--- config.mk ---
export PLATFORM = sky130hd
export DESIGN_NAME = bmio_ports
export DESIGN_NICKNAME = d
export VERILOG_FILES = /design/src/bmio_pkg.sv /design/src/bmio_ports.sv /design/src/bmio_pin_mux.sv
export SDC_FILE = /design/constraint.sdc
export NUM_CORES = 1
export LEC_CHECK = 0
export BUFFER_PORTS_ARGS = -buffer_cell sky130_fd_sc_hd__buf_2
export CORE_MARGIN = 2
export CORE_UTILIZATION = 40
export CTS_CLUSTER_DIAMETER = 60
export CTS_CLUSTER_SIZE = 10
export DETAILED_ROUTE_END_ITERATION = 10
export GPL_TIMING_DRIVEN = 0
export PLACE_DENSITY = 0.67
export REMOVE_ABC_BUFFERS = 1
export SYNTH_ARGS = -nofsm -noshare
export SYNTH_HDL_FRONTEND = slang
export SYNTH_SLANG_ARGS = --single-unit
--- constraint.sdc ---
create_clock -name clk_i -period 1.8 [get_ports clk_i]
set_input_delay 0.09 -clock clk_i [delete_from_list [all_inputs] [get_ports clk_i]]
set_output_delay 0.09 -clock clk_i [all_outputs]
set_load 0.05 [all_outputs]
--- src/bmio_pkg.sv ---
package bmio_pkg;

    // ----------------------------------------------------------------
    // Register byte offsets on the bus
    // ----------------------------------------------------------------
    localparam logic [7:0] OFS_PORT_H_DIRECTION     = 8'h00;
    localparam logic [7:0] OFS_PORT_H_PINS          = 8'h04;
    localparam logic [7:0] OFS_PORT_H_OUTPUT_LATCH  = 8'h08;
    localparam logic [7:0] OFS_PORT_J_DIRECTION     = 8'h0C;
    localparam logic [7:0] OFS_PORT_J_PINS          = 8'h10;
    localparam logic [7:0] OFS_PORT_J_OUTPUT_LATCH  = 8'h14;
    localparam logic [7:0] OFS_ANALOG_PIN_CONFIG    = 8'h18;
    localparam logic [7:0] OFS_EXTERNAL_BUS_CONTROL = 8'h1C;

    // ----------------------------------------------------------------
    // Values after reset
    // ----------------------------------------------------------------
    localparam logic [7:0] RST_DIRECTION            = 8'hFF;
    localparam logic [7:0] RST_OUTPUT_LATCH         = 8'h00;
    localparam logic [7:0] RST_ANALOG_PIN_CONFIG    = 8'h00;
    localparam logic [7:0] RST_EXTERNAL_BUS_CONTROL = 8'h00;

    // ----------------------------------------------------------------
    // Implemented bits and field positions
    // ----------------------------------------------------------------
    localparam logic [7:0] MASK_ANALOG_PIN_CONFIG    = 8'h3F;
    localparam logic [7:0] MASK_EXTERNAL_BUS_CONTROL = 8'hF3;
    localparam int         BIT_EXTERNAL_BUS_DISABLE  = 7;
    localparam int         BIT_ANALOG_PORT_CONFIG3   = 3;
    localparam int         BIT_WRITE_MODE_HIGH       = 1;
    localparam int         BIT_WRITE_MODE_LOW        = 0;

    // ----------------------------------------------------------------
    // Port geometry
    // ----------------------------------------------------------------
    localparam int PORT_WIDTH = 8;
    localparam int NIBBLE     = 4;

endpackage : bmio_pkg

--- src/bmio_ports.sv ---
// Behaviour
// - H direction one makes pin high-impedance input
// - H direction zero drives latch onto pin
// - H latch register reads latch, not pins
// - H pins 3..0 shared with upper address
// - Bus mode: H pin n carries address 16+n
// - H pins 7..4 shared with analog inputs
// - Analog config selects H upper nibble use
// - Bus control selects H lower nibble use
// - After reset H upper analog, reads zero
// - After reset H lower nibble is bus
// - J direction one input, zero drives latch
// - J latch register reads latch, not pins
// - 8-bit mode: J pin n is data n
// - Bus control selects J pins use
// - After reset J pins carry bus signals in 8-bit mode
// - Bus disable bit frees H pins 3..0 and J pins
module bmio_ports (
    // Clock and reset
    input  wire logic        clk_i,
    input  wire logic        rst_i,
    // Wishbone slave
    input  wire logic        wb_cyc_i,
    input  wire logic        wb_stb_i,
    input  wire logic        wb_we_i,
    input  wire logic [7:0]  wb_adr_i,
    input  wire logic [3:0]  wb_sel_i,
    input  wire logic [31:0] wb_dat_i,
    output logic      [31:0] wb_dat_o,
    output logic             wb_ack_o,
    // External memory bus logic
    input  wire logic [3:0]  ext_addr_hi_i,
    input  wire logic        ext_addr_oe_i,
    input  wire logic [7:0]  ext_data_out_i,
    input  wire logic        ext_data_oe_i,
    input  wire logic        ext_8bit_mode_i,
    output logic      [7:0]  ext_data_in_o,
    // Port H pads
    input  wire logic [7:0]  port_h_pin_i,
    output logic      [7:0]  port_h_pin_o,
    output logic      [7:0]  port_h_pin_oe_o,
    // Port J pads
    input  wire logic [7:0]  port_j_pin_i,
    output logic      [7:0]  port_j_pin_o,
    output logic      [7:0]  port_j_pin_oe_o,
    // Pin use, for the bus and converter
    output logic      [3:0]  port_h_lower_nibble_bus_o,
    output logic      [3:0]  port_h_upper_nibble_analog_o,
    output logic             port_j_bus_o
);

    localparam int W = bmio_pkg::PORT_WIDTH;
    localparam int N = bmio_pkg::NIBBLE;

    // ----------------------------------------------------------------
    // State
    // ----------------------------------------------------------------
    typedef struct packed {
        logic [W-1:0] h_dir;
        logic [W-1:0] h_lat;
        logic [W-1:0] j_dir;
        logic [W-1:0] j_lat;
        logic [W-1:0] acfg;
        logic [W-1:0] ebc;
        logic         ack;
        logic [31:0]  rdat;
        logic [N-1:0] h_lo_bus;
        logic [N-1:0] h_hi_ana;
        logic         j_bus;
    } bmio_state_t;

    bmio_state_t state;
    bmio_state_t next_state;

    // ----------------------------------------------------------------
    // Pin use decode
    // ----------------------------------------------------------------
    logic         bus_enabled;
    logic         h_lo_bus;
    logic         h_hi_analog;
    logic         j_bus;
    logic [W-1:0] h_bus_sel;
    logic [W-1:0] h_analog;
    logic [W-1:0] h_bus_out;
    logic [W-1:0] h_bus_oe;
    logic [W-1:0] j_bus_sel;
    logic [W-1:0] j_bus_oe;
    logic [W-1:0] h_val;
    logic [W-1:0] j_val;

    // Mode from the control registers
    always_comb begin
        bus_enabled = ~state.ebc[bmio_pkg::BIT_EXTERNAL_BUS_DISABLE];
        h_lo_bus    = bus_enabled;
        h_hi_analog = ~state.acfg[bmio_pkg::BIT_ANALOG_PORT_CONFIG3];
        j_bus       = bus_enabled & ext_8bit_mode_i;
    end

    // Per-bit selection vectors
    always_comb begin
        h_bus_sel = {{(W-N){1'b0}}, {N{h_lo_bus}}};
        h_analog  = {{N{h_hi_analog}}, {(W-N){1'b0}}};
        h_bus_out = {{(W-N){1'b0}}, ext_addr_hi_i};
        h_bus_oe  = {{(W-N){1'b0}}, {N{ext_addr_oe_i}}};
        j_bus_sel = {W{j_bus}};
        j_bus_oe  = {W{ext_data_oe_i}};
    end

    // ----------------------------------------------------------------
    // Pad multiplexers
    // ----------------------------------------------------------------
    bmio_pin_mux #(
        .WIDTH     (W)
    ) u_port_h (
        .clk_i     (clk_i),
        .rst_i     (rst_i),
        .dir_i     (state.h_dir),
        .lat_i     (state.h_lat),
        .bus_sel_i (h_bus_sel),
        .bus_out_i (h_bus_out),
        .bus_oe_i  (h_bus_oe),
        .analog_i  (h_analog),
        .pin_i     (port_h_pin_i),
        .pin_o     (port_h_pin_o),
        .pin_oe_o  (port_h_pin_oe_o),
        .pin_val_o (h_val)
    );

    bmio_pin_mux #(
        .WIDTH     (W)
    ) u_port_j (
        .clk_i     (clk_i),
        .rst_i     (rst_i),
        .dir_i     (state.j_dir),
        .lat_i     (state.j_lat),
        .bus_sel_i (j_bus_sel),
        .bus_out_i (ext_data_out_i),
        .bus_oe_i  (j_bus_oe),
        .analog_i  ({W{1'b0}}),
        .pin_i     (port_j_pin_i),
        .pin_o     (port_j_pin_o),
        .pin_oe_o  (port_j_pin_oe_o),
        .pin_val_o (j_val)
    );

    // ----------------------------------------------------------------
    // Register access
    // ----------------------------------------------------------------
    logic         req;
    logic         wr;
    logic [W-1:0] wbyte;
    logic [W-1:0] rbyte;

    // New request, one answer per access
    always_comb begin
        req   = wb_cyc_i & wb_stb_i & ~state.ack;
        wr    = req & wb_we_i & wb_sel_i[0];
        wbyte = wb_dat_i[W-1:0];
    end

    // Read multiplexer, unmapped reads zero
    always_comb begin
        case (wb_adr_i)
            bmio_pkg::OFS_PORT_H_DIRECTION:     rbyte = state.h_dir;
            bmio_pkg::OFS_PORT_H_PINS:          rbyte = h_val;
            bmio_pkg::OFS_PORT_H_OUTPUT_LATCH:  rbyte = state.h_lat;
            bmio_pkg::OFS_PORT_J_DIRECTION:     rbyte = state.j_dir;
            bmio_pkg::OFS_PORT_J_PINS:          rbyte = j_val;
            bmio_pkg::OFS_PORT_J_OUTPUT_LATCH:  rbyte = state.j_lat;
            bmio_pkg::OFS_ANALOG_PIN_CONFIG:    rbyte = state.acfg;
            bmio_pkg::OFS_EXTERNAL_BUS_CONTROL: rbyte = state.ebc;
            default:                            rbyte = 8'h00;
        endcase
    end

    // Next state
    always_comb begin
        next_state          = state;
        next_state.ack      = req;
        next_state.rdat     = 32'h0000_0000;
        if (req && !wb_we_i) begin
            next_state.rdat = {24'h00_0000, rbyte};
        end
        // Writes land regardless of current pin use
        if (wr) begin
            case (wb_adr_i)
                bmio_pkg::OFS_PORT_H_DIRECTION: begin
                    next_state.h_dir = wbyte;
                end
                bmio_pkg::OFS_PORT_H_PINS, bmio_pkg::OFS_PORT_H_OUTPUT_LATCH: begin
                    next_state.h_lat = wbyte;
                end
                bmio_pkg::OFS_PORT_J_DIRECTION: begin
                    next_state.j_dir = wbyte;
                end
                bmio_pkg::OFS_PORT_J_PINS, bmio_pkg::OFS_PORT_J_OUTPUT_LATCH: begin
                    next_state.j_lat = wbyte;
                end
                bmio_pkg::OFS_ANALOG_PIN_CONFIG: begin
                    next_state.acfg = wbyte & bmio_pkg::MASK_ANALOG_PIN_CONFIG;
                end
                bmio_pkg::OFS_EXTERNAL_BUS_CONTROL: begin
                    next_state.ebc = wbyte & bmio_pkg::MASK_EXTERNAL_BUS_CONTROL;
                end
                default: begin
                end
            endcase
        end
        // Pin use status for neighbours
        next_state.h_lo_bus = {N{h_lo_bus}};
        next_state.h_hi_ana = {N{h_hi_analog}};
        next_state.j_bus    = j_bus;
    end

    // State register, bus pins and analog after reset
    always_ff @(posedge clk_i) begin
        if (rst_i) begin
            state.h_dir    <= bmio_pkg::RST_DIRECTION;
            state.h_lat    <= bmio_pkg::RST_OUTPUT_LATCH;
            state.j_dir    <= bmio_pkg::RST_DIRECTION;
            state.j_lat    <= bmio_pkg::RST_OUTPUT_LATCH;
            state.acfg     <= bmio_pkg::RST_ANALOG_PIN_CONFIG;
            state.ebc      <= bmio_pkg::RST_EXTERNAL_BUS_CONTROL;
            state.ack      <= 1'b0;
            state.rdat     <= 32'h0000_0000;
            state.h_lo_bus <= 4'h0;
            state.h_hi_ana <= 4'h0;
            state.j_bus    <= 1'b0;
        end else begin
            state <= next_state;
        end
    end

    // ----------------------------------------------------------------
    // Outputs
    // ----------------------------------------------------------------
    assign wb_ack_o                    = state.ack;
    assign wb_dat_o                    = state.rdat;
    assign ext_data_in_o               = j_val;
    assign port_h_lower_nibble_bus_o   = state.h_lo_bus;
    assign port_h_upper_nibble_analog_o = state.h_hi_ana;
    assign port_j_bus_o                = state.j_bus;

endmodule : bmio_ports

--- src/bmio_pin_mux.sv ---
module bmio_pin_mux #(
    parameter int WIDTH = 8
) (
    // Clock and reset
    input  wire logic             clk_i,
    input  wire logic             rst_i,
    // Port registers
    input  wire logic [WIDTH-1:0] dir_i,
    input  wire logic [WIDTH-1:0] lat_i,
    // Alternate functions, per bit
    input  wire logic [WIDTH-1:0] bus_sel_i,
    input  wire logic [WIDTH-1:0] bus_out_i,
    input  wire logic [WIDTH-1:0] bus_oe_i,
    input  wire logic [WIDTH-1:0] analog_i,
    // Pads
    input  wire logic [WIDTH-1:0] pin_i,
    output logic      [WIDTH-1:0] pin_o,
    output logic      [WIDTH-1:0] pin_oe_o,
    // Sampled pin levels
    output logic      [WIDTH-1:0] pin_val_o
);

    typedef struct packed {
        logic [WIDTH-1:0] out;
        logic [WIDTH-1:0] oe;
        logic [WIDTH-1:0] val;
    } bmio_pin_state_t;

    bmio_pin_state_t state;
    bmio_pin_state_t next_state;

    // ----------------------------------------------------------------
    // Per-pin drive selection
    // ----------------------------------------------------------------
    logic [WIDTH-1:0] sel_out;
    logic [WIDTH-1:0] sel_oe;
    logic [WIDTH-1:0] sel_val;

    for (genvar n = 0; n < WIDTH; n++) begin : g_pin
        // Bus owns drive, else analog off, else port registers
        always_comb begin
            if (bus_sel_i[n]) begin
                sel_out[n] = bus_out_i[n];
                sel_oe[n]  = bus_oe_i[n];
            end else if (analog_i[n]) begin
                sel_out[n] = 1'b0;
                sel_oe[n]  = 1'b0;
            end else begin
                sel_out[n] = lat_i[n];
                sel_oe[n]  = ~dir_i[n];
            end
            sel_val[n] = analog_i[n] ? 1'b0 : pin_i[n];
        end
    end

    // Next state
    always_comb begin
        next_state     = state;
        next_state.out = sel_out;
        next_state.oe  = sel_oe;
        next_state.val = sel_val;
    end

    // State register
    always_ff @(posedge clk_i) begin
        if (rst_i) begin
            state <= '0;
        end else begin
            state <= next_state;
        end
    end

    assign pin_o     = state.out;
    assign pin_oe_o  = state.oe;
    assign pin_val_o = state.val;

endmodule : bmio_pin_mux

==> results.sh, run 1 <==
export IMPL_status="finished clean"
export IMPL_wl_per_cell_um=15.51
export IMPL_fin_crit_ns=1.777
export IMPL_path_class="reg2reg"
export IMPL_antenna_found_initial=0
export IMPL_crit_fanout=8
export IMPL_relSlewSlack=0.3756
export IMPL_clk_pin_slew_worst_paths_ns=0.10
export IMPL_synthArstFlopShare=0
export IMPL_final_cells=695
export IMPL_cts_tree="yes"
export IMPL_grt_pass1_wl_um=16580
export IMPL_core_um2=10790
export IMPL_max_freq_mhz=562.7
export IMPL_grt_usage=0.1878
export IMPL_worst_setup_path_start_kind="flop"
export IMPL_worstPathRequired_ns=2.07
export IMPL_synth_largest_area_cell="dfxtp_1"
export IMPL_final_layout_size_suffix_gt1_frac=0.2883
export IMPL_tightest_slew_ns=0.9366
export IMPL_globalplace_congestion=0.7488
export IMPL_synth_distinct_cells=39
export IMPL_die_area_um2=11870
export IMPL_clock_latency_ns=0.38
export IMPL_yosysMostFrequentCell="dfxtp_1"
export IMPL_avgViaCountPerCell=4.757
export IMPL_placed_cells=639
export IMPL_holdWs_ns=0.01349
export IMPL_postLayoutCoreUtil=0.5031
export IMPL_ys_seq_area_frac=0.4725
export IMPL_clockBufferDepth=2
export IMPL_drc=0
export IMPL_finalSetupTns_ns=0
export IMPL_fin_worst_skew_ns=0.01111
export IMPL_routed_wl_um=10780
export IMPL_path_buf_inv=0
export IMPL_ys_seq_elements=104
export IMPL_detail_route_antenna_nets=0
export IMPL_yosysWarnings=0
export IMPL_p_leak_nw=2.406
export IMPL_htreeDepth=3
export IMPL_drt_iter0_drc=147
export IMPL_ios=162
export IMPL_critPathSlowestCell="or4_4"
export IMPL_nNetsFinal=630
export IMPL_syn_inst=430
export IMPL_grt_max_degree=102
export IMPL_critical_path_arrival_ns=2.05
export IMPL_cts_root_buf="clkbuf_8"
export IMPL_synth_commonest_cells="dfxtp_1, mux2i_1, nand2b_1, nor2_1, buf_4"
export IMPL_vias=3306
export IMPL_slew_violations=0
export IMPL_clock_sinks=104
export IMPL_grt_pass1_vias=3366
export IMPL_power_density_nw_per_um2=827.9
export IMPL_peakVddDrop_mv=0.4067
export IMPL_first_pass_iters=4
export IMPL_post_route_period_util=0.9874
export IMPL_die_y_um=109.0
export IMPL_syn_area_per_cell_um2=10.25
export IMPL_finalSetupViolCount=0
export IMPL_cp_top_family="simple AND/OR/NAND/NOR gates"
export IMPL_synth_top_area_share=0.4725
export IMPL_rows=38
export IMPL_yosys_most_used_dff="dfxtp_1"
export IMPL_rsz0062_at_grt="no"
export IMPL_synthTopCellsByArea="dfxtp_1, mux2i_1, buf_4, nand2b_1, mux4_2"
export IMPL_hold_viol_final=0
export IMPL_cts_made_buffers=9
export IMPL_port_buffers=110
export IMPL_synth_edf_count=0
export IMPL_hold_class="in2reg"
export IMPL_die_w_um=109.0
export IMPL_num_antenna_cells=0
export IMPL_critPathMaxStageDelay_ns=0.61
export IMPL_hpwlAfterDp_um=6948
export IMPL_netlist_area_um2=4407
export IMPL_start_util=0.4083
export IMPL_endpoint_kind="flop"
export IMPL_cap_violations=0
export IMPL_crit_chain="nand4bb_2 > or4_4 > nor3_1"
export IMPL_overflow=0
export IMPL_syn_to_final_growth_pct=23.23
## placed cells by master, fill, tap and decap left out, types with 3 or more instances in the layout
cell,count
nor2b_1,13
nor2_1,46
nand2_1,20
buf_2,109
clkbuf_8,10
nor4_4,3
nand4_1,4
mux2i_1,51
conb_1,24
a21oi_1,20
dfxtp_1,103
dlygate4sd3_1,32
and2_1,9
nand2b_1,49
buf_4,8
mux4_2,11
nor3_1,4
## cell type report
cell class / instances / area, µm²
clock inverters: 5 / 56.30
inverters: 1 / 3.754
well taps: 140 / 175.2
flip-flops and latches: 104 / 2083
fillers: 1004 / 5363
repair buffers: 150 / 945.9
multi-input cells: 284 / 2024
clock buffers: 11 / 141.4
## logic make-up (layout without fill, tap and decap cells)
| logic type | count (synthesis) | count (layout) | synth area share |
|---|---|---|---|
| AO/OA/AOI/OAI | 26 | 26 | 0.03351 |
| XOR/XNOR | 1 | 1 | 0.001988 |
| buffers and inverters | 65 | 167 | 0.09426 |
| flip-flops | 104 | 104 | 0.4725 |
| multiplexers | 64 | 64 | 0.1772 |
| other | 1 | 24 | 0.0008510 |
| AND/OR/NAND/NOR | 169 | 169 | 0.2198 |
## path summary, 6_finish.rpt
| path | startpoint | endpoint | slack (ns) | cells after the start |
|---|---|---|---|---|
| min reg2reg | state[88]$_SDFFE_PP1P_ | u_port_h.pin_oe_o[6]$_SDFF_PP0_ | 0.44 | 1 |
| max reg2reg | wb_ack_o$_SDFF_PP0_ | wb_dat_o[4]$_SDFF_PP0_ | 0.02 | 3 |
| max | wb_ack_o$_SDFF_PP0_ | wb_dat_o[4]$_SDFF_PP0_ | 0.02 | 3 |
| min | wb_dat_i[3] | state[85]$_SDFFE_PP1P_ | 0.01 | 3 |
## routing by layer
metal / vias up / routed length (µm) / GRT usage
met2: 95 / 5228 / 0.3190
li1: 1620 / - / -
met1: 1566 / 4747 / 0.2271
met4: 0 / 395 / 0.1108
met3: 25 / 404 / 0.02391
met5: - / 0 / 0
## registers in the layout (all words and copies together) (netlist names)
register,cells
state,44
u_port_h.pin_o,8
u_port_h.pin_oe_o,8
u_port_h.pin_val_o,8
u_port_j.pin_o,8
u_port_j.pin_oe_o,8
u_port_j.pin_val_o,8
wb_dat_o,8
port_h_lower_nibble_bus_o,1
port_h_upper_nibble_analog_o,1
port_j_bus_o,1
wb_ack_o,1
## metrics by stage
stage / power, mW / cell area [µm²] / setup WS (ns)
5_1_grt: 4.661 / 5430 / 0.0008142
2_1_floorplan: 2.809 / 4081 / -0.04443
3_5_place_dp: 3.008 / 4810 / -0.5133
3_3_place_gp: 3.002 / 4807 / -0.4878
4_1_cts: 4.522 / 5408 / -0.06680
6_report: 4.496 / 5430 / 0.02276
## worst min-delay path, delay by kind of cell
| family | cells | cell delay (ns) |
|---|---|---|
| muxes | 1 | 0.11 |
| buffers and inverters | 1 | 0.10 |
| and+or+nand+nor | 1 | 0.05 |
## power breakdown
group	total [mW]	switching, mW	internal (mW)
logic	0.658	0.456	0.202
clock network	1.48	0.800	0.680
registers	2.36	0.0161	2.34
total	4.50	1.27	3.22
## timing repair
item,CTS,global route
resized for setup,5,3
endpoints found under the hold margin,31,0
setup endpoints to repair,59,27
pin swaps,4,1
hold buffers,32,0
setup buffers,7,1
No activity file was read; power rests on OpenSTA's default activity.
==> inputs of run 2 (changes only) <==
--- a/config.mk
+++ b/config.mk
@@ -5,13 +5,13 @@
 export SDC_FILE = /design/constraint.sdc
 export NUM_CORES = 1
 export LEC_CHECK = 0
-export BUFFER_PORTS_ARGS = -buffer_cell sky130_fd_sc_hd__buf_2
-export CORE_MARGIN = 2
+export BUFFER_PORTS_ARGS = -buffer_cell sky130_fd_sc_hd__clkbuf_2
 export CORE_UTILIZATION = 40
 export CTS_CLUSTER_DIAMETER = 60
 export CTS_CLUSTER_SIZE = 10
 export DETAILED_ROUTE_END_ITERATION = 10
 export GPL_TIMING_DRIVEN = 0
+export HOLD_SLACK_MARGIN = 0.06
 export PLACE_DENSITY = 0.67
 export REMOVE_ABC_BUFFERS = 1
 export SYNTH_ARGS = -nofsm -noshare
==> run 2 against run 1 <==
Die area is 3.6% lower; first-iteration DRC count decreased by 37%; count of clock-buffer cells in the layout is 2 lower; sequential share of layout area decreased by 0.52 points; critical path type unchanged; highest routed layer unchanged.
==> results.sh, run 2 (synthesis results as in run 1) <==
export IMPL_status="finished clean"
export IMPL_htreeDepth=3
export IMPL_hold_class="in2reg"
export IMPL_first_pass_iters=4
export IMPL_finalSetupViolCount=0
export IMPL_nNetsFinal=637
export IMPL_path_buf_inv=0
export IMPL_power_density_nw_per_um2=820.0
export IMPL_p_clk_frac=0.327
export IMPL_path_class="reg2reg"
export IMPL_die_y_um=107.0
export IMPL_wl_per_cell_um=15.02
export IMPL_seq_area_um2=2083
export IMPL_clock_latency_ns=0.36
export IMPL_avgViaCountPerCell=4.847
export IMPL_globalplace_congestion=0.8000
export IMPL_worst_setup_path_start_kind="flop"
export IMPL_post_route_period_util=0.9691
export IMPL_grt_max_degree=102
export IMPL_p_seq_frac=0.523
export IMPL_placed_cells=636
export IMPL_ios=162
export IMPL_cts_root_buf="clkbuf_8"
export IMPL_detail_route_antenna_nets=0
export IMPL_grt_pass1_wl_um=16370
export IMPL_worstPathRequired_ns=2.05
export IMPL_drc=0
export IMPL_tightest_slew_ns=0.7257
export IMPL_clockBufferDepth=2
export IMPL_fin_crit_ns=1.744
export IMPL_final_cells=698
export IMPL_critPathSlowestCell="or4_4"
export IMPL_p_leak_nw=2.426
export IMPL_clock_sinks=104
export IMPL_num_antenna_cells=0
export IMPL_critical_path_arrival_ns=1.99
export IMPL_cts_made_buffers=9
export IMPL_cp_num_cells=3
export IMPL_cap_violations=0
export IMPL_comb_power_share=0.150
export IMPL_internal_power_mw=3.218
export IMPL_fin_worst_skew_ns=0.006092
export IMPL_switching_power_mw=1.296
export IMPL_core_um2=10510
export IMPL_cp_top_family="simple AND/OR/NAND/NOR gates"
export IMPL_crit_fanout=8
export IMPL_cts_tree="yes"
export IMPL_slew_violations=0
export IMPL_relSlewSlack=0.5162
export IMPL_hpwlAfterDp_um=6948
export IMPL_largest_register="state"
export IMPL_overflow=0
export IMPL_syn_to_final_growth_pct=24.93
export IMPL_endpoint_kind="flop"
export IMPL_grt_pass1_vias=3302
export IMPL_peakVddDrop_mv=0.5358
export IMPL_crit_chain="nand4bb_2 > or4_4 > nor3_1"
export IMPL_p_total_mw=4.515
export IMPL_routed_wl_um=10480
export IMPL_hold_viol_final=0
export IMPL_reg2reg_depth=3
export IMPL_start_util=0.4193
export IMPL_p_sw_frac=0.2871
export IMPL_rows=37
export IMPL_largest_reg_flops=44
export IMPL_die_area_um2=11440
export IMPL_critPathMaxStageDelay_ns=0.57
export IMPL_max_freq_mhz=573.3
export IMPL_final_layout_size_suffix_gt1_frac=0.2847
export IMPL_final_common_cell="clkbuf_2"
export IMPL_die_w_um=107.0
export IMPL_clk_pin_slew_worst_paths_ns=0.10
export IMPL_multi_input_area_um2=2019
export IMPL_vias=3383
export IMPL_port_buffers=110
export IMPL_drt_iter0_drc=92
export IMPL_grt_usage=0.1861
export IMPL_final_cell_mix="clkbuf_2, dfxtp_1, mux2i_1"
export IMPL_fillers=956
export IMPL_antenna_found_initial=0
export IMPL_worstHoldPathCells=3
==> run 2: changes by cell type in the layout (fill, tap and decap cells not counted), sizes merged <==
cell         before  now
buf             118    8
clkbuf           11  119
clkinv            3    5
clkinvlp          1    0
dlygate4sd3      32   39
inv               1    2
==> run 2: repair_timing <==
item,in CTS,in global routing
pin swaps,3,2
endpoints found under the setup margin,46,34
endpoints found under the hold margin,49,0
resized for setup,4,3
hold buffers,39,0
setup buffers,5,2
==> run 2: cell type report <==
type	instances	area share
inverter	1	0.0006818
timing repair buffer	157	0.1859
multi-input combinational	284	0.3668
clock buffer	9	0.02250
sequential	104	0.3784
tap	136	0.03091
clock inverter	7	0.01477
==> run 2: worst paths after layout <==
path                                              from                         endpoint  slack [ns]
worst min-delay path                     ext_addr_oe_i  u_port_h.pin_oe_o[0]$_SDFF_PP0_        0.11
worst min register to register  state[88]$_SDFFE_PP1P_  u_port_h.pin_oe_o[6]$_SDFF_PP0_        0.45
worst max register to register     wb_ack_o$_SDFF_PP0_           wb_dat_o[1]$_SDFF_PP0_        0.06
worst max-delay path               wb_ack_o$_SDFF_PP0_           wb_dat_o[1]$_SDFF_PP0_        0.06
==> run 2: worst reg2reg max path: cells and delay by family, from the launching register on <==
family | cells | cell delay (ns)
flops | 1 | 0.35
simple gates | 3 | 1.29
==> run 2: power by group through the flow <==
stage | Sequential [mW] | Combinational, mW | Clock, mW
2_1_floorplan | 2.57 | 0.239 | 0
3_3_place_gp | 2.41 | 0.595 | 0
3_5_place_dp | 2.41 | 0.604 | 0
4_1_cts | 2.36 | 0.673 | 1.52
5_1_grt | 2.37 | 0.717 | 1.60
6_report | 2.36 | 0.677 | 1.48
==> run 2: metrics by stage <==
| stage | hold WS [ns] | util | TNS (ns) | area, µm² | worst slack, ns |
|---|---|---|---|---|---|
| after floorplan | 0.1567 | - | -0.5371 | 4081 | -0.04443 |
| after global placement | 0.2975 | 0.4570 | -22.05 | 4802 | -0.7310 |
| after detailed placement | 0.3030 | 0.4598 | -12.20 | 4832 | -0.4544 |
| after CTS | 0.08845 | 0.5214 | 0 | 5479 | 0.01043 |
| after global routing | 0.1228 | 0.5239 | -0.6800 | 5505 | -0.1019 |
| final | 0.1079 | 0.5239 | 0 | 5505 | 0.05560 |
==> run 2: metal layers <==
layer / global-route usage / vias to the layer above / wire length [µm]
li1: - / 1644 / -
met1: 0.2240 / 1618 / 4578
met2: 0.3327 / 108 / 5245
met3: 0.03769 / 13 / 526
met4: 0.05479 / 0 / 133
met5: 0 / - / 0
